## config.mk

```make
export PLATFORM = sky130hd
export DESIGN_NAME = irq_pending_status_and_threshold
export DESIGN_NICKNAME = d
export VERILOG_FILES = /design/src/core/irq_pkg.sv /design/src/core/pend_bus_if.sv /design/src/core/irq_pending_status_and_threshold.sv /design/src/core/pend_latch_bank.sv /design/src/core/prio_thresh_filter.sv
export VERILOG_INCLUDE_DIRS = /design/src /design/src/core
export SDC_FILE = /design/constraint.sdc
export NUM_CORES = 1
export LEC_CHECK = 0
export BUFFER_PORTS_ARGS = -buffer_cell sky130_fd_sc_hd__buf_4
export CORE_MARGIN = 4
export CORE_UTILIZATION = 35
export DETAILED_ROUTE_END_ITERATION = 16
export GPL_ROUTABILITY_DRIVEN = 0
export MAX_ROUTING_LAYER = met4
export SLEW_MARGIN = 15
export SYNTH_ARGS = -nofsm -noshare
export SYNTH_HDL_FRONTEND = slang
export SYNTH_HIERARCHICAL = 1
export SYNTH_SLANG_ARGS = --single-unit
export TNS_END_PERCENT = 20
```

## constraint.sdc

```tcl
create_clock -name clk -period 6.5 [get_ports clk]
set_input_delay 0 -clock clk [delete_from_list [all_inputs] [get_ports clk]]
set_output_delay 0 -clock clk [all_outputs]
set_load 0.1 [all_outputs]
```

## src/core/irq_defs.svh

```systemverilog
// Offsets, field positions, reset values and sizes of the pending unit
`ifndef IRQ_DEFS_SVH
`define IRQ_DEFS_SVH
`define SRC_COUNT 39
`define PRIO_W 8
`define ID_W 6
`define ADDR_W 8
`define OFF_PEND_LOW 8'h20
`define OFF_PEND_HIGH 8'h24
`define OFF_THRESHOLD 8'h40
`define OFF_EVT_STATUS 8'h80
`define OFF_EVT_MASK 8'h84
`define SRC_IMPL_MASK 39'h7F_FFFF_500C
`define PEND_HIGH_BASE 32
`define THR_LSB 6
`define THR_W 2
`define THR_RESET 2'h0
`define EVT_DISPATCH 0
`define EVT_BLOCKED 1
`define EVT_W 2
`define EVT_RESET 2'h0
`define READ_ZERO 32'h0000_0000
`endif

```

## src/core/irq_pkg.sv

```systemverilog
// Types shared by the pending unit
package irq_pkg;
`include "irq_defs.svh"
  typedef logic [`SRC_COUNT-1:0] src_vec_t;
  typedef enum logic [3:0] {
    ST_IDLE = 4'h1,
    ST_REQ = 4'h2,
    ST_CLR = 4'h4,
    ST_SETTLE = 4'h8
  } ctrl_state_t;
endpackage

```

## src/core/pend_bus_if.sv

```systemverilog
// Internal bundle between latch bank, filter and control
`timescale 1ns/1ps
`include "irq_defs.svh"
interface pend_bus_if #(
  parameter int N = `SRC_COUNT,
  parameter int PW = `PRIO_W,
  parameter int IW = `ID_W
);
  logic [N-1:0] pending;
  logic clr;
  logic [IW-1:0] clr_id;
  logic [N*PW-1:0] prio;
  logic [`THR_W-1:0] thr;
  logic sel_valid;
  logic [IW-1:0] sel_id;
  logic blocked;
  modport bank (output pending, input clr, input clr_id);
  modport filter (input pending, input prio, input thr,
    output sel_valid, output sel_id, output blocked);
  modport ctrl (input pending, input sel_valid, input sel_id,
    input blocked, output clr, output clr_id, output prio, output thr);
endinterface

```

## src/core/irq_pending_status_and_threshold.sv

```systemverilog
// Pending status, priority threshold and dispatch of interrupts
//
// How it works
// - Sources 16-31 appear in low word bits 31:16
// - Status bit is one exactly while pending
// - Bit 14 is source 14, bit 15 zero
// - Bit 12 is source 12, bit 13 zero
// - Bits 3:2 sources 3,2; others read zero
// - High word bits 6:0 sources 32-38
// - Below-threshold priority stays pending, not dispatched
// - Threshold zero disables filtering completely
// - Only threshold bits 7:6 store; rest zero
//
// Implementation choice: the Avalon-MM interface to the registers.
`timescale 1ns/1ps
`include "irq_defs.svh"
module irq_pending_status_and_threshold
  import irq_pkg::*;
#(
  parameter int N = `SRC_COUNT,
  parameter int PW = `PRIO_W,
  parameter int IW = `ID_W,
  parameter int AW = `ADDR_W
) (
  // Clock and reset
  input wire logic clk,
  input wire logic rst_n,
  // Avalon-MM slave
  input wire logic [AW-1:0] avs_address,
  input wire logic avs_read,
  input wire logic avs_write,
  input wire logic [31:0] avs_writedata,
  input wire logic [3:0] avs_byteenable,
  output logic [31:0] avs_readdata,
  output logic avs_waitrequest,
  // Interrupt sources
  input wire logic [N-1:0] src_set,
  input wire logic [N*PW-1:0] src_priority,
  // Core dispatch handshake
  output logic irq_req,
  output logic [IW-1:0] irq_id,
  input wire logic irq_ack,
  // Event interrupt
  output logic irq
);
  pend_bus_if #(.N(N), .PW(PW), .IW(IW)) pb ();

  logic [`THR_W-1:0] priority_threshold_reg;
  logic [`EVT_W-1:0] evt_status;
  logic [`EVT_W-1:0] evt_mask;
  logic [`EVT_W-1:0] next_evt_status;
  logic [`EVT_W-1:0] next_evt_mask;
  logic [`EVT_W-1:0] evt_set;
  logic [`EVT_W-1:0] evt_clr;
  logic [31:0] next_readdata;
  logic [31:0] pending_status_low_reg;
  logic [31:0] pending_status_high_reg;
  logic req_new;
  logic wr_fire;
  logic blocked_q;
  logic dispatched;
  logic sel_ok;
  logic [PW-1:0] sel_prio;
  ctrl_state_t state;
  ctrl_state_t next_state;

  pend_latch_bank #(.N(N), .IW(IW)) u_bank (
    .clk(clk),
    .rst_n(rst_n),
    .src_set(src_set),
    .pb(pb.bank)
  );

  prio_thresh_filter #(.N(N), .PW(PW), .IW(IW)) u_filter (
    .clk(clk),
    .rst_n(rst_n),
    .pb(pb.filter)
  );

  assign pb.prio = src_priority;
  assign pb.thr = priority_threshold_reg;

  // Recheck on the live threshold; a write may land after selection
  assign sel_prio = src_priority[int'(pb.sel_id)*PW +: PW];
  assign sel_ok = (priority_threshold_reg == '0) ||
    (sel_prio >= {priority_threshold_reg, 6'h00});

  // Word views of the pending latches
  assign pending_status_low_reg = {
    pb.pending[31:16],
    1'b0, pb.pending[14],
    1'b0, pb.pending[12],
    8'h00, pb.pending[3:2], 2'h0
  };
  assign pending_status_high_reg = {25'h000_0000,
    pb.pending[`PEND_HIGH_BASE+6:`PEND_HIGH_BASE]};

  // Bus slave: one wait cycle, then a single-cycle answer
  assign req_new = (avs_read || avs_write) && avs_waitrequest;
  assign wr_fire = avs_write && !avs_waitrequest;

  always_comb begin
    next_readdata = `READ_ZERO;
    case (avs_address)
      `OFF_PEND_LOW: next_readdata = pending_status_low_reg;
      `OFF_PEND_HIGH: next_readdata = pending_status_high_reg;
      `OFF_THRESHOLD: next_readdata = {24'h00_0000,
        priority_threshold_reg, 6'h00};
      `OFF_EVT_STATUS: next_readdata = {30'h0, evt_status};
      `OFF_EVT_MASK: next_readdata = {30'h0, evt_mask};
      default: next_readdata = `READ_ZERO;
    endcase
  end

  always_ff @(posedge clk) begin
    if (!rst_n) begin
      avs_waitrequest <= 1'b1;
    end else if (!avs_waitrequest) begin
      avs_waitrequest <= 1'b1;
    end else if (req_new) begin
      avs_waitrequest <= 1'b0;
    end
  end

  always_ff @(posedge clk) begin
    if (!rst_n) begin
      avs_readdata <= `READ_ZERO;
    end else if (req_new && avs_read) begin
      avs_readdata <= next_readdata;
    end
  end

  // Pending words take no writes at all
  always_ff @(posedge clk) begin
    if (!rst_n) begin
      priority_threshold_reg <= `THR_RESET;
    end else if (wr_fire && avs_address == `OFF_THRESHOLD &&
                 avs_byteenable[0]) begin
      priority_threshold_reg <=
        avs_writedata[`THR_LSB+`THR_W-1:`THR_LSB];
    end
  end

  // Event flags, write one to clear; a new event wins
  assign dispatched = (state == ST_REQ) && irq_ack;
  assign evt_set[`EVT_DISPATCH] = dispatched;
  assign evt_set[`EVT_BLOCKED] = pb.blocked && !blocked_q;
  assign evt_clr = (wr_fire && avs_address == `OFF_EVT_STATUS &&
    avs_byteenable[0]) ? avs_writedata[`EVT_W-1:0] : `EVT_RESET;

  always_comb begin
    next_evt_status = (evt_status & ~evt_clr) | evt_set;
    next_evt_mask = evt_mask;
    if (wr_fire && avs_address == `OFF_EVT_MASK && avs_byteenable[0]) begin
      next_evt_mask = avs_writedata[`EVT_W-1:0];
    end
  end

  always_ff @(posedge clk) begin
    if (!rst_n) begin
      evt_status <= `EVT_RESET;
      evt_mask <= `EVT_RESET;
      blocked_q <= 1'b0;
    end else begin
      evt_status <= next_evt_status;
      evt_mask <= next_evt_mask;
      blocked_q <= pb.blocked;
    end
  end

  always_ff @(posedge clk) begin
    if (!rst_n) begin
      irq <= 1'b0;
    end else begin
      irq <= |(next_evt_status & next_evt_mask);
    end
  end

  // Dispatch: offer, wait for ack, clear, let the filter catch up
  always_comb begin
    next_state = state;
    case (state)
      ST_IDLE: begin
        if (pb.sel_valid && sel_ok) begin
          next_state = ST_REQ;
        end
      end
      ST_REQ: begin
        if (irq_ack) begin
          next_state = ST_CLR;
        end
      end
      ST_CLR: next_state = ST_SETTLE;
      ST_SETTLE: next_state = ST_IDLE;
      default: next_state = ST_IDLE;
    endcase
  end

  always_ff @(posedge clk) begin
    if (!rst_n) begin
      state <= ST_IDLE;
    end else begin
      state <= next_state;
    end
  end

  // Selection is two edges behind a clear, hence the settle step
  always_ff @(posedge clk) begin
    if (!rst_n) begin
      irq_req <= 1'b0;
      irq_id <= '0;
    end else if (state == ST_IDLE && pb.sel_valid && sel_ok) begin
      irq_req <= 1'b1;
      irq_id <= pb.sel_id;
    end else if (dispatched) begin
      irq_req <= 1'b0;
    end
  end

  always_ff @(posedge clk) begin
    if (!rst_n) begin
      pb.clr <= 1'b0;
      pb.clr_id <= '0;
    end else begin
      pb.clr <= dispatched;
      if (dispatched) begin
        pb.clr_id <= irq_id;
      end
    end
  end

  // Helper for the checks below
  logic [PW-1:0] id_prio;
  assign id_prio = src_priority[int'(irq_id)*PW +: PW];
endmodule

```

## src/core/pend_latch_bank.sv

```systemverilog
// Per-source pending latches
`timescale 1ns/1ps
`include "irq_defs.svh"
module pend_latch_bank
  import irq_pkg::*;
#(
  parameter int N = `SRC_COUNT,
  parameter int IW = `ID_W,
  parameter logic [N-1:0] IMPL = `SRC_IMPL_MASK
) (
  // Clock and reset
  input wire logic clk,
  input wire logic rst_n,
  // Source events
  input wire logic [N-1:0] src_set,
  // Bundle
  pend_bus_if.bank pb
);
  genvar i;
  for (i = 0; i < N; i++) begin : g_src
    localparam logic [IW-1:0] MY_ID = IW'(i);
    logic pend_q;
    // Set beats clear so an event in the clear cycle after the ack survives
    always_ff @(posedge clk) begin
      if (!rst_n) begin
        pend_q <= 1'b0;
      end else if (src_set[i] && IMPL[i]) begin
        pend_q <= 1'b1;
      end else if (pb.clr && pb.clr_id == MY_ID) begin
        pend_q <= 1'b0;
      end
    end
    // One flop per bit, so no bit of the vector has two writers
    assign pb.pending[i] = pend_q;

  end
endmodule

```

## src/core/prio_thresh_filter.sv

```systemverilog
// Threshold filter and lowest-number selection
`timescale 1ns/1ps
`include "irq_defs.svh"
module prio_thresh_filter
  import irq_pkg::*;
#(
  parameter int N = `SRC_COUNT,
  parameter int PW = `PRIO_W,
  parameter int IW = `ID_W
) (
  // Clock and reset
  input wire logic clk,
  input wire logic rst_n,
  // Bundle
  pend_bus_if.filter pb
);
  logic [N-1:0] elig;
  logic [PW-1:0] thr_full;
  logic next_valid;
  logic [IW-1:0] next_id;
  assign thr_full = {pb.thr, {`THR_LSB{1'b0}}};
  genvar i;
  for (i = 0; i < N; i++) begin : g_elig
    // Zero threshold switches filtering off
    assign elig[i] = pb.pending[i] && (pb.thr == '0 ||
      pb.prio[i*PW +: PW] >= thr_full);
  end
  always_comb begin
    next_valid = 1'b0;
    next_id = '0;
    for (int k = N - 1; k >= 0; k--) begin
      if (elig[k]) begin
        next_valid = 1'b1;
        next_id = IW'(k);
      end
    end
  end
  always_ff @(posedge clk) begin
    if (!rst_n) begin
      pb.sel_valid <= 1'b0;
      pb.sel_id <= '0;
      pb.blocked <= 1'b0;
    end else begin
      pb.sel_valid <= next_valid;
      pb.sel_id <= next_id;
      pb.blocked <= |(pb.pending & ~elig);
    end
  end
endmodule

```

Yosys cells after proc, flatten, opt, wreduce, memory -nomap -nowiden
Index checks and enable logic that the tools add are counted.
{"block": "totals", "reg_bits": 94, "out_inout_bits": 41, "elab_cells": 373}
{"block": "op_classes", "magnitude_cmp": 28, "eq_ne": 37, "shifts": 1, "mux": 117, "bitwise_logic": 7, "reduce_logical": 136}
{"op": "$shiftx A312 B10 Y8", "count": 1}
{"op": "$ge A8 B8 Y1", "count": 28}
{"op": "$pmux W32 S5", "count": 1}
{"op": "$eq A6 B5 Y1 const B", "count": 16}
{"op": "$mux W1", "count": 84}
{"op": "$mux W5", "count": 16}
{"op": "$logic_and A1 B1 Y1", "count": 68}
{"op": "$reduce_bool A2 Y1", "count": 28}
{"op": "$eq A6 B6 Y1 const B", "count": 7}
{"op": "$mux W6", "count": 7}
{"op": "$and A39 B39 Y39", "count": 1}
{"op": "$not A39 Y39", "count": 1}
{"op": "$reduce_or A39 Y1", "count": 1}
{"op": "$logic_or A1 B1 Y1", "count": 29}
{"op": "$reduce_or A21 Y1", "count": 1}
{"op": "$eq A8 B6 Y1 const B", "count": 2}
{"op": "$eq A8 B8 Y1 const B", "count": 2}
{"op": "$mux W4", "count": 4}
{"op": "$eq A6 B2 Y1 const B", "count": 2}
{"op": "$eq A6 B4 Y1 const B", "count": 2}
{"op": "$pmux W4 S3", "count": 1}
{"op": "$eq A8 B7 Y1 const B", "count": 1}
{"op": "$mux W2", "count": 4}
{"op": "$reduce_or A5 Y1", "count": 1}
{"op": "13 further kinds", "count": 18}

Depth between registers and ports, before layout
Gate-level depths: netlist of the first run.
{"block": "logic_depth", "ltp_word": 30, "ltp_mapped": 19, "ltp_nobuf": 15}

By module
Netlist of the first run, hierarchy kept.
{"mod": "irq_pending_status_and_threshold", "n_inst": 1, "cells_per_inst": 490, "area_per_inst_um2": 4011.3, "seq_area_each_um2": 1061.0}
{"mod": "prio_thresh_filter", "n_inst": 1, "cells_per_inst": 461, "area_per_inst_um2": 3737.3, "seq_area_each_um2": 160.2}
{"mod": "pend_latch_bank", "n_inst": 1, "cells_per_inst": 175, "area_per_inst_um2": 1511.4, "seq_area_each_um2": 540.5}

Least setup slack after synthesis of the first run
No wires, ideal clock.
{"block": "synth_path", "kind": "register -> register", "start": "register u_filter.pb.sel_id[0]", "end": "register irq_req", "setup_time_ns": 0.115, "arrival_time_ns": 4.502, "required_ns": 6.385, "slack_ns": 1.883, "path_stages_with_launch": 17, "period_less_slack_ns": 4.617, "cell_sequence": "dfxtp_1 > buf_6 > buf_6 > buf_2 > buf_2 > buf_2 > mux4_2 > mux4_2 > a221oi_1 > a21oi_1 > ha_1 > nor2b_1 > o31ai_1 > o311ai_0 > nor4bb_1 > a2111oi_4 > o21a_1"}
{"block": "synth_between", "elab_chain_len": 5, "elab_cells_between_ends": 6}
{"element": "start, declared", "line_no": "pend_bus_if.sv:19", "source": "output sel_valid, output sel_id, output blocked);"}
{"element": "start signal, assigned", "line_no": "prio_thresh_filter.sv:45", "source": "pb.sel_id <= next_id;"}
{"element": "$shiftx A312 B10 Y8 (*)", "line_no": "irq_pending_status_and_threshold.sv:84", "source": "assign sel_prio = src_priority[int'(pb.sel_id)*PW +: PW];"}
{"element": "$ge A8 B8 Y1 (*)", "line_no": "irq_pending_status_and_threshold.sv:86", "source": "(sel_prio >= {priority_threshold_reg, 6'h00});"}
{"element": "$logic_or A1 B1 Y1 (*)", "line_no": "irq_pending_status_and_threshold.sv:85", "source": "assign sel_ok = (priority_threshold_reg == '0) ||"}
{"element": "$logic_and A1 B1 Y1 (*)", "line_no": "irq_pending_status_and_threshold.sv:212", "source": "end else if (state == ST_IDLE && pb.sel_valid && sel_ok) begin"}
{"element": "$mux W1 / $reduce_bool A2 Y1 (equally long branches)"}
{"element": "end signal, assigned", "line_no": "irq_pending_status_and_threshold.sv:210", "source": "irq_req <= 1'b0;"}
{"element": "end signal, assigned", "line_no": "irq_pending_status_and_threshold.sv:213", "source": "irq_req <= 1'b1;"}
{"element": "end signal, assigned", "line_no": "irq_pending_status_and_threshold.sv:216", "source": "irq_req <= 1'b0;"}
{"element": "end, declared", "line_no": "irq_pending_status_and_threshold.sv:40", "source": "output logic irq_req,"}
Mark *: on every way between the ends. The rest lies on a longest branch, timed or not.
A chain may end at the register's enable or synchronous reset.

Worst setup path after layout of the first run
{"block": "layout_path", "start": "register u_filter.pb.sel_id[1]", "end": "register state[1]"}
{"block": "layout_between", "elab_chain_len": 6}
{"element": "$shiftx A312 B10 Y8", "line_no": "irq_pending_status_and_threshold.sv:84"}
{"element": "$ge A8 B8 Y1", "line_no": "irq_pending_status_and_threshold.sv:86"}
{"element": "$logic_or A1 B1 Y1", "line_no": "irq_pending_status_and_threshold.sv:85"}
{"element": "$logic_and A1 B1 Y1", "line_no": "irq_pending_status_and_threshold.sv:184", "source": "if (pb.sel_valid && sel_ok) begin"}
{"element": "$ne A2 B2 Y1 (no line)"}
{"element": "$reduce_and A2 Y1 (no line)"}
{"element": "end signal, assigned", "line_no": "irq_pending_status_and_threshold.sv:203", "source": "state <= next_state;"}
{"element": "end, declared", "line_no": "irq_pending_status_and_threshold.sv:64", "source": "ctrl_state_t state;"}
No other way between the ends.

==> impl_metrics.yaml, run 1 <==
worst_setup_path:
  worst_setup_path_end_kind: "flop"
  crit_path_max_fanout: 42
  critical_path_arrival_ns: 5.02
  timing.critical_path.cells: "nor2b_1 > nand2_1 > o21ai_0 > mux4_2 > a221oi_1 > a21oi_1 > ha_1 > nor2b_1 > o31ai_1 > o311ai_0 > nor4bb_1 > a2111oi_4 > o21a_1"
  critical_path.startpoint_type: "flop"
  worst-path-buf-inv: 0
  critical_path.most_common_cell: "nor2b_1"
  critPathMaxStageDelay_ns: 1.05
  slack_of_the_worst_reg_to_reg_path_ns: 1.71
  critical_path_class: "flop to flop"
  critical_path.slowest_cell: "dfxtp_2"
  required_ns: 6.73
  path_delay_family: "compound AO/OA/AOI/OAI gates"
synthesis:
  netlist-cell-type-count: 79
  synth.top_cells.by_count: "inv_1 (111), nor2_1 (89), dfxtp_1 (88)"
  synth_top_flop_cell: "dfxtp_1"
  synthArstFlopShare: 0
  syn-instance-count: 1126
  seq_area_frac_synth: 0.190
  netlist.area_leader.share: 0.190
  ys_warn_count: 6
  yosys-top-cells-area: "dfxtp_1 (19%), ha_1 (11%), mux4_2 (7.5%), inv_1 (4.5%), buf_4 (4.0%)"
  count_of_flip_flops_with_a_built_in_enable_after_synthesis: 0
  syn-cell-area_sq_mm: 0.00926
  mean_syn_cell_area_sq_um: 8.22
  synth.ff_latch_count: 88
  synth_top_cell_by_area: "dfxtp_1"
  synth_most_common_cell: "inv_1"
clock_tree:
  clock_sink_count: 88
  cts_post_setup_buffers_inserted: 0
  cts_htree_levels: 3
  tritoncts: "built"
  cts.path.max_buffers: 2
  cts_made_buffers: 9
  cts.clk_slew.worst_paths_ns: 0.07
  worstSkewPairLatency_ns: 0.34
  cts-root-buf: "clkbuf_16"
die:
  design.portCount: 441
  die_area_sq_mm: 0.0291
  dieWidth_um: 171
  vertical_die_dimension_um: 171
  coreArea_sq_mm: 0.0261
  std_cell_rows: 59
  start_util: 0.355
run:
  max_cap_viol_count: 0
layout:
  syn_to_final_growth_pct: 39.0
  post_route_cells_drive_above_1_share: 0.330
  nNetsFinal: 1983
routing:
  residual_drc_count: 0
  vias_per_cell: 5.68
  detailroute.via_count: 10500
  wl_per_cell_um: 22.7
  count_of_routing_violations_after_the_opening_detailed_route_iteration: 823
  antenna_left: 0
  detailedRoute.firstPassIterationCount: 6
  drt_wl_total_um: 41900
power:
  p_sw_uw: 503
  power.ir.vdd_worst_v: 0.000159
  pwr-share-comb: 0.310
  power_leakage_uw: 0.00550
  netSwitchingFraction: 0.307
  clkPwrFrac: 0.330
  pwr-share-seq: 0.359
  pwr_dens_mw_per_mm2: 127
  internal_power_uw: 1140
  power.total_uw: 1640
global_routing:
  grt_first_pass_wirelength_um: 60200
  grt_antenna_before_repair: 4
  grt_start_max_net_pins: 52
  total_congestion_overflow_after_global_routing: 0
  grt_pass1_vias: 10300
  grt_use_total: 0.277
place:
  place.detailed.hpwl_um: 35000
  numPortBuffers: 391
timing:
  fin_hold_ws_ns: 0.0736
  min_period_ns: 4.79
  final_hold_viol_count: 0
  final.period_utilization: 0.737
  fin_worst_skew_ns: 0.00829
  timing.slew.headroom: 0.202
  grt_setup_unrepaired: "no"
  finalSetupViolCount: 0
  fmax_ghz: 0.209
  tightest_slew_ns: 1.17
  finalSetupTns_ns: 0
  finalMaxSlewViolations: 0
worst_hold_path:
  type_of_the_most_critical_hold_path: "input port to flop"
run_status:
  run_status: "finished clean"
==> layout by cell type, fill, tap and decap left out, types with 7 or more instances in the layout <==
master / instances
a2111oi_2: 10
dlygate4sd3_1: 34
dfxtp_1: 85
nand2_1: 62
a2111oi_1: 10
a22oi_1: 29
or4_1: 8
inv_1: 111
a41oi_1: 7
a31oi_1: 22
o21ai_0: 44
a21oi_1: 48
nor4_1: 57
buf_4: 406
nor4bb_1: 27
mux4_2: 31
o41ai_1: 9
and2_1: 7
nor3_1: 42
nor2b_1: 45
ha_1: 80
clkbuf_16: 9
o211ai_1: 8
nand3_1: 13
mux2i_1: 11
a2111oi_0: 8
nand2b_1: 19
a211oi_1: 23
nor2_1: 89
conb_1: 18
==> tightest hold or removal path: stages <==
cell	delay [ns]
buf_4	0.10
nor4_1	0.11
nand3_1	0.10
a21oi_1	0.05
==> final timing paths <==
path | startpoint | endpoint | depth (start not counted)
max | u_filter/pb.sel_id[1] | state[1] | 13
min | avs_address[4] | pb.thr[0] | 4
max reg2reg | u_filter/pb.sel_id[1] | state[1] | 13
min reg2reg | avs_readdata[5] | avs_readdata[5] | 2
==> layout make-up <==
class / instances / area (sq um)
Tap cell: 335 / 419
Sequential cell: 88 / 1770
Multi-Input combinational cell: 852 / 6560
Fill cell: 2575 / 13200
Timing Repair Buffer: 441 / 3390
Clock inverter: 5 / 63.8
Antenna cell: 4 / 10.0
Inverter: 111 / 417
Clock buffer: 11 / 243
==> timing repair <==
action,in CTS,in global routing
endpoints found under the hold margin,34,0
gates resized for setup,0,0
hold buffers,34,0
endpoints found under the setup margin,0,0
==> stage by stage <==
stage	setup slack, ns	utilization	area [sq um]	instances
6_report	1.71	0.494	12900	1847
5_1_grt	1.35	0.494	12900	1847
4_1_cts	1.72	0.493	12900	1842
3_5_place_dp	1.76	0.469	12200	1792
3_3_place_gp	1.84	0.469	12200	1792
2_1_floorplan	1.88	-	9320	1142
==> registers in the layout, summed over array words and instances (netlist names), 2 cells and up <==
signal	count
irq_id	6
state	4
u_filter/pb.sel_id	6
pb.thr	2
u_bank/g_src.pend_q	27
avs_readdata	26
evt_mask	2
pb.clr_id	6
evt_status	2
==> per-layer routing <==
| layer | GRT usage | part of all wire | vias up |
|---|---|---|---|
| li1 | - | - | 5016 |
| met3 | 0.0485 | 0.074 | 84 |
| met5 | - | 0 | - |
| met1 | 0.330 | 0.40 | 4948 |
| met4 | 0.126 | 0.048 | 0 |
| met2 | 0.457 | 0.48 | 446 |
==> power groups by stage <==
stage | Sequential, uW | Combinational (uW) | Clock (uW)
floorplan | 587 | 249 | 0
global placement | 601 | 479 | 0
detailed placement | 601 | 486 | 0
CTS | 588 | 504 | 553
global route | 592 | 549 | 575
finish | 589 | 509 | 542
==> kinds of logic after synthesis <==
group | Yosys count | synth area share
AOI/OAI and AO/OA | 295 | 0.243
adders and majority gates | 80 | 0.108
buffers and inverters | 202 | 0.109
DFF | 88 | 0.190
muxes | 42 | 0.0873
other | 2 | 0.000811
and+or+nand+nor | 417 | 0.262
Note: power is estimated with default switching activity, not from simulation.
==> inputs of run 2 (changes only) <==
--- a/config.mk
+++ b/config.mk
@@ -6,6 +6,7 @@
 export SDC_FILE = /design/constraint.sdc
 export NUM_CORES = 1
 export LEC_CHECK = 0
+export ABC_AREA = 1
 export BUFFER_PORTS_ARGS = -buffer_cell sky130_fd_sc_hd__buf_4
 export CORE_MARGIN = 4
 export CORE_UTILIZATION = 35
==> constraint.sdc (replaced) <==
create_clock -name clk -period 4.5 [get_ports clk]
set_input_delay 0 -clock clk [delete_from_list [all_inputs] [get_ports clk]]
set_output_delay 0 -clock clk [all_outputs]
set_load 0.1 [all_outputs]
==> impl_metrics.yaml, run 2 <==
run_status:
  run_status: "finished clean"
die:
  dieWidth_um: 173
  vertical_die_dimension_um: 173
  die_area_sq_mm: 0.0299
  std_cell_rows: 60
  coreArea_sq_mm: 0.0269
  design.portCount: 441
  start_util: 0.354
layout:
  commonest_cells_after_routing_fill_and_taps_aside: "buf_4 (405), nand2_1 (389), nor2_1 (240), inv_1 (174), o21ai_0 (120)"
  multiInputGateArea_sq_mm: 0.00649
  flip_flop_count_of_the_largest_register_all_copies_and_words_added: 27
  syn_to_final_growth_pct: 37.1
  largestRegisters: "u_bank/g_src.pend_q: 27 flops, avs_readdata: 26 flops"
  layout.area.seq_sq_mm: 0.00176
  fill_cells: 2855
  fin_area_sq_mm: 0.0130
  nNetsFinal: 2452
  post_route_cells_drive_above_1_share: 0.231
  mostFrequentLayoutCell: "buf_4"
  regMostFlops: "u_bank/g_src.pend_q"
synthesis:
  ys_warn_count: 6
  synthArstFlopShare: 0
  synth_top_cell_by_area: "dfxtp_1"
  synth.ff_latch_count: 88
  count_of_flip_flops_with_a_built_in_enable_after_synthesis: 0
  yosys-top-cells-area: "dfxtp_1 (19%), nand2_1 (15%), ha_1 (11%), nor2_1 (9.5%), inv_1 (6.9%)"
  syn-cell-area_sq_mm: 0.00952
  synth_most_common_cell: "nand2_1"
  netlist.area_leader.share: 0.185
  seq_area_frac_synth: 0.185
  syn-instance-count: 1606
  netlist-cell-type-count: 54
  synth_top_flop_cell: "dfxtp_1"
  synth.top_cells.by_count: "nand2_1 (389), nor2_1 (241), inv_1 (174)"
  mean_syn_cell_area_sq_um: 5.93
timing:
  grt_setup_unrepaired: "no"
  min_period_ns: 3.39
  finalSetupViolCount: 0
  fmax_ghz: 0.295
  tightest_slew_ns: 0.927
  final.period_utilization: 0.754
  fin_worst_skew_ns: 0.00643
  finalMaxSlewViolations: 0
  final_hold_viol_count: 0
  timing.slew.headroom: 0.376
  finalSetupTns_ns: 0
worst_setup_path:
  critical_path.most_common_cell: "nand2_1"
  regToRegStartpoint: "pb.thr[1]"
  critical_path.slowest_cell: "dfxtp_1"
  critical_path_class: "flop to flop"
  setup.worst_path.start: "pb.thr[1]"
  worst_setup_path_end_kind: "flop"
  critical_path_arrival_ns: 3.63
  critical_path.startpoint_type: "flop"
  crit_path_max_fanout: 18
  slack_of_the_worst_reg_to_reg_path_ns: 1.11
  critPathMaxStageDelay_ns: 0.34
  required_ns: 4.73
global_routing:
  total_congestion_overflow_after_global_routing: 0
  grt_antenna_before_repair: 7
  grt_start_max_net_pins: 49
  grt_first_pass_wirelength_um: 67200
  grt_pass1_vias: 11900
  grt_use_total: 0.293
clock_tree:
  clock_sink_count: 88
  cts.path.max_buffers: 2
  cts_repair_resize_count: 0
  cts.clk_slew.worst_paths_ns: 0.07
  cts-root-buf: "clkbuf_16"
  cts_made_buffers: 9
  cts_htree_levels: 3
  tritoncts: "built"
  cts_post_setup_buffers_inserted: 0
  worstSkewPairLatency_ns: 0.34
worst_hold_path:
  hold_path_startpoint: "rst_n"
  type_of_the_most_critical_hold_path: "input port to flop"
place:
  place.detailed.hpwl_um: 36800
  placed_cell_area_sq_mm: 0.0124
  numPortBuffers: 391
power:
  power.ir.vdd_worst_v: 0.000234
  pwr_dens_mw_per_mm2: 195
  power_leakage_uw: 0.00651
routing:
  count_of_routing_violations_after_the_opening_detailed_route_iteration: 922
  wl_per_cell_um: 19.4
  detailedRoute.firstPassIterationCount: 5
  drt_wl_total_um: 45100
  vias_per_cell: 5.27
  residual_drc_count: 0
  antenna_left: 0
  detailroute.via_count: 12200
run:
  max_cap_viol_count: 0
run 2: cell types whose count changed in the layout (fill, tap and decap cells not counted), moves of 19 or more:
cell | previous run | this run
a211oi_1 | 23 | 0
a21oi_1 | 48 | 79
a22oi_1 | 29 | 0
inv_1 | 111 | 174
mux4_2 | 31 | 0
nand2_1 | 62 | 389
nand2b_1 | 19 | 0
nand3_1 | 13 | 111
nand3b_1 | 2 | 23
nor2_1 | 89 | 240
nor2b_1 | 45 | 1
nor4_1 | 57 | 16
nor4bb_1 | 27 | 0
o21ai_0 | 44 | 120
run 2: stage by stage:
step | power, uW | util | hold slack (ns) | worst slack (ns) | std cells
2_1_floorplan | 1410 | - | 0.107 | 1.03 | 1622
3_3_place_gp | 1790 | 0.462 | 0.219 | 1.14 | 2268
3_5_place_dp | 1800 | 0.462 | 0.222 | 1.16 | 2268
4_1_cts | 2560 | 0.485 | 0.0820 | 1.14 | 2318
5_1_grt | 2680 | 0.486 | 0.0986 | 0.708 | 2325
6_report | 2550 | 0.486 | 0.0850 | 1.11 | 2325
run 2: what timing repair did:
item                                   4_1_cts  5_1_grt
hold buffers                                34        0
setup endpoints to repair                    0        0
endpoints found under the hold margin       34        0
run 2: final timing paths:
path	endpoint	cells past startpoint
worst max-delay path	u_filter/pb.sel_id[0]	42
worst min-delay path	avs_waitrequest	2
worst max register to register	u_filter/pb.sel_id[0]	42
worst min register to register	blocked_q	2
run 2: metal layers:
layer / vias up / wire (um) / GRT usage
met2: 529 / 21400 / 0.494
met4: 0 / 1650 / 0.0978
met3: 109 / 3700 / 0.0649
li1: 6010 / - / -
met5: - / 0 / -
met1: 5598 / 18400 / 0.346
run 2: area by class of cell:
type / count / area share
multi-input combinational: 1252 / 0.498
timing repair buffer: 439 / 0.259
sequential: 88 / 0.135
inverter: 182 / 0.0525
tap: 341 / 0.0327
clock buffer: 10 / 0.0175
clock inverter: 6 / 0.00393
antenna: 7 / 0.00134
run 2: kinds of logic after synthesis:
family,after synthesis,synth area share
multiplexers,1,0.00105
AND/OR/NAND/NOR,861,0.387
adder cells (fa/ha/maj),80,0.105
other,2,0.000789
buffers and inverters,282,0.139
flip-flops,88,0.185
AO/OA/AOI/OAI,292,0.182
run 2: critical path: cells and delay by family, from the launching register on:
kind	cells	cell delay (ns)
compound gates	1	0.05
fa+ha+maj	1	0.32
buf+inv	2	0.32
flops	1	0.34
simple gates	38	2.23
run 2: report_power, final:
part           total (uW)  internal [uW]  leakage [uW]  switching [uW]
sequential            876            822      0.000725            54.4
clock                 723            384      0.000139             340
combinational         948            395       0.00564             553
==> inputs of run 3 (changes only) <==
--- a/config.mk
+++ b/config.mk
@@ -6,7 +6,7 @@
 export SDC_FILE = /design/constraint.sdc
 export NUM_CORES = 1
 export LEC_CHECK = 0
-export ABC_AREA = 1
+export ABC_AREA = 0
 export BUFFER_PORTS_ARGS = -buffer_cell sky130_fd_sc_hd__buf_4
 export CORE_MARGIN = 4
 export CORE_UTILIZATION = 35
==> constraint.sdc (replaced) <==
create_clock -name clk -period 3.4 [get_ports clk]
set_input_delay 0 -clock clk [delete_from_list [all_inputs] [get_ports clk]]
set_output_delay 0 -clock clk [all_outputs]
set_load 0.1 [all_outputs]
==> impl_metrics.yaml, run 3 (same netlist as run 1, synthesis figures left out) <==
die:
  design.portCount: 441
  coreArea_sq_mm: 0.0261
  dieWidth_um: 171
  vertical_die_dimension_um: 171
  die_area_sq_mm: 0.0291
  std_cell_rows: 59
  start_util: 0.355
run_status:
  violated_checks: "negative setup slack"
  run_status: "finished, violations left"
timing:
  timing.slew.headroom: 0.183
  final.period_utilization: 1.09
  finalMaxSlewViolations: 0
  setup_slack_ns: -0.295
  min_period_ns: 3.69
  grt_setup_unrepaired: "yes"
  final_hold_viol_count: 0
  fin_worst_skew_ns: 0.0113
  fin_hold_ws_ns: 0.0253
  tightest_slew_ns: 1.19
  finalSetupViolCount: 9
  fmax_ghz: 0.271
routing:
  detailedRoute.firstPassIterationCount: 5
  drt_wl_total_um: 44900
  antenna_left: 0
  wl_per_cell_um: 23.6
  count_of_routing_violations_after_the_opening_detailed_route_iteration: 978
  vias_per_cell: 5.79
  residual_drc_count: 0
  detailroute.via_count: 11000
power:
  power.ir.vdd_worst_v: 0.000227
  netSwitchingFraction: 0.306
  p_sw_uw: 997
  pwr-share-seq: 0.340
  pwr_dens_mw_per_mm2: 243
  power_leakage_uw: 0.00581
  internal_power_uw: 2260
  clkPwrFrac: 0.335
  pwr-share-comb: 0.325
layout:
  flip_flop_count_of_the_largest_register_all_copies_and_words_added: 27
  largestRegisters: "u_bank/g_src.pend_q: 27 flops, avs_readdata: 26 flops"
  fill_cells: 2492
  commonest_cells_after_routing_fill_and_taps_aside: "buf_4 (454), inv_1 (111), nor2_1 (89), dfxtp_1 (85), ha_1 (80)"
  mostFrequentLayoutCell: "buf_4"
  post_route_cells_drive_above_1_share: 0.358
  multiInputGateArea_sq_mm: 0.00661
  syn_to_final_growth_pct: 45.1
  nNetsFinal: 2038
  regMostFlops: "u_bank/g_src.pend_q"
  stdcell_count: 1903
  layout.area.seq_sq_mm: 0.00177
worst_setup_path:
  critical_path_class: "flop to flop"
  critical_path.most_common_cell: "mux4_2"
  critical_path.startpoint_type: "flop"
  critPathMaxStageDelay_ns: 0.51
  critical_path.slowest_cell: "mux4_2"
  regToRegStartpoint: "u_filter/pb.sel_id[0]"
  worst_setup_path_end_kind: "flop"
  critical_path_arrival_ns: 3.97
  r2r.worst_path.cells: 13
  required_ns: 3.67
  timing.critical_path.cells: "mux4_2 > mux4_2 > a221oi_2 > a21oi_1 > ha_1 > nor2b_4 > o31ai_4 > a21oi_2 > o2111ai_1 > o22a_2 > a2111oi_4 > buf_6 > mux2i_1"
  worst-path-buf-inv: 1
  worst_r2r_endpoint: "irq_id[3]"
  slack_of_the_worst_reg_to_reg_path_ns: -0.29
  path_delay_family: "compound AO/OA/AOI/OAI gates"
  crit_path_max_fanout: 8
clock_tree:
  clock_sink_count: 88
  worstSkewPairLatency_ns: 0.35
  tritoncts: "built"
  cts_htree_levels: 3
  cts.path.max_buffers: 2
  cts.clk_slew.worst_paths_ns: 0.07
  cts_made_buffers: 9
  cts-root-buf: "clkbuf_16"
global_routing:
  grt_start_max_net_pins: 32
  grt_first_pass_wirelength_um: 64900
  grt_antenna_before_repair: 5
  grt_use_total: 0.299
  total_congestion_overflow_after_global_routing: 0
  grt_pass1_vias: 10700
place:
  placed_cells: 1847
  detailedPlace.worstSlack_ns: -0.387
  numPortBuffers: 391
  place.detailed.hpwl_um: 38200
worst_hold_path:
  holdPathStages: 3
  type_of_the_most_critical_hold_path: "input port to flop"
  hold_path_startpoint: "rst_n"
  holdPathEnd: "u_bank/g_src[19].pend_q"
run:
  max_cap_viol_count: 0
run 3: changes by cell type in the layout (fill, tap and decap cells not counted), sizes merged, moves of 24 or more:
cell and change:
nand3 -98, nor2b +45, nand2 -334, a2111oi +30, buf +57, nor4 +43, a22oi +29, o21ai -78
nor2 -155, nor4bb +27, inv -70, mux4 +31, a21oi -40, a211oi +24
run 3: worst reg2reg max path: stages, from the launching register on:
cell	delay, ns
dfxtp_4	0.40
mux4_2	0.51
mux4_2	0.49
a221oi_2	0.28
a21oi_1	0.07
ha_1	0.33
nor2b_4	0.16
o31ai_4	0.07
a21oi_2	0.19
o2111ai_1	0.13
o22a_2	0.29
a2111oi_4	0.30
buf_6	0.20
mux2i_1	0.19
run 3: through the flow:
stage	utilization	total power [uW]	instance area, sq um	setup TNS [ns]
after floorplan	-	1610	9390	-7.09
after global placement	0.488	2120	12700	-2.49
after detailed placement	0.488	2140	12700	-3.06
after CTS	0.515	3270	13400	-2.32
after global routing	0.516	3400	13400	-4.04
final	0.516	3260	13400	-2.23
run 3: power by group through the flow:
| stage | sequential [uW] | combinational, uW | clock [uW] |
|---|---|---|---|
| floorplan | 1120 | 488 | 0 |
| global placement | 1130 | 995 | 0 |
| detailed placement | 1130 | 1010 | 0 |
| CTS | 1110 | 1050 | 1120 |
| global route | 1110 | 1140 | 1150 |
| finish | 1110 | 1060 | 1090 |
run 3: timing repair:
action | in CTS | in global routing
setup endpoints to repair | 11 | 13
gates resized for setup | 3 | 5
setup buffers | 1 | 0
hold buffers | 34 | 0
pin swaps | 7 | 2
endpoints found under the hold margin | 33 | 0
run 3: worst max path at each step:
stage | startpoint | endpoint | cells after the start
after floorplan | u_filter/pb.sel_id[0] | irq_id[0] | 17
after global placement | u_filter/pb.sel_id[0] | irq_id[4] | 13
after detailed placement | u_filter/pb.sel_id[0] | irq_id[3] | 13
after CTS | u_filter/pb.sel_id[0] | irq_id[3] | 13
after global routing | u_filter/pb.sel_id[0] | irq_id[2] | 13
final | u_filter/pb.sel_id[0] | irq_id[3] | 13
run 3: final cells by class:
class / instances / area share
Antenna cell: 5 / 0.000931
Clock buffer: 10 / 0.0170
Clock inverter: 6 / 0.00689
Inverter: 111 / 0.0310
Multi-Input combinational cell: 852 / 0.492
Sequential cell: 88 / 0.132
Tap cell: 335 / 0.0312
Timing Repair Buffer: 496 / 0.290
run 3: per-layer routing:
layer,vias up,GRT usage,part of all wire
li1,5144,-,-
met1,5251,0.365,0.40
met2,536,0.507,0.49
met3,84,0.0474,0.078
met4,0,0.0941,0.031
met5,-,-,0
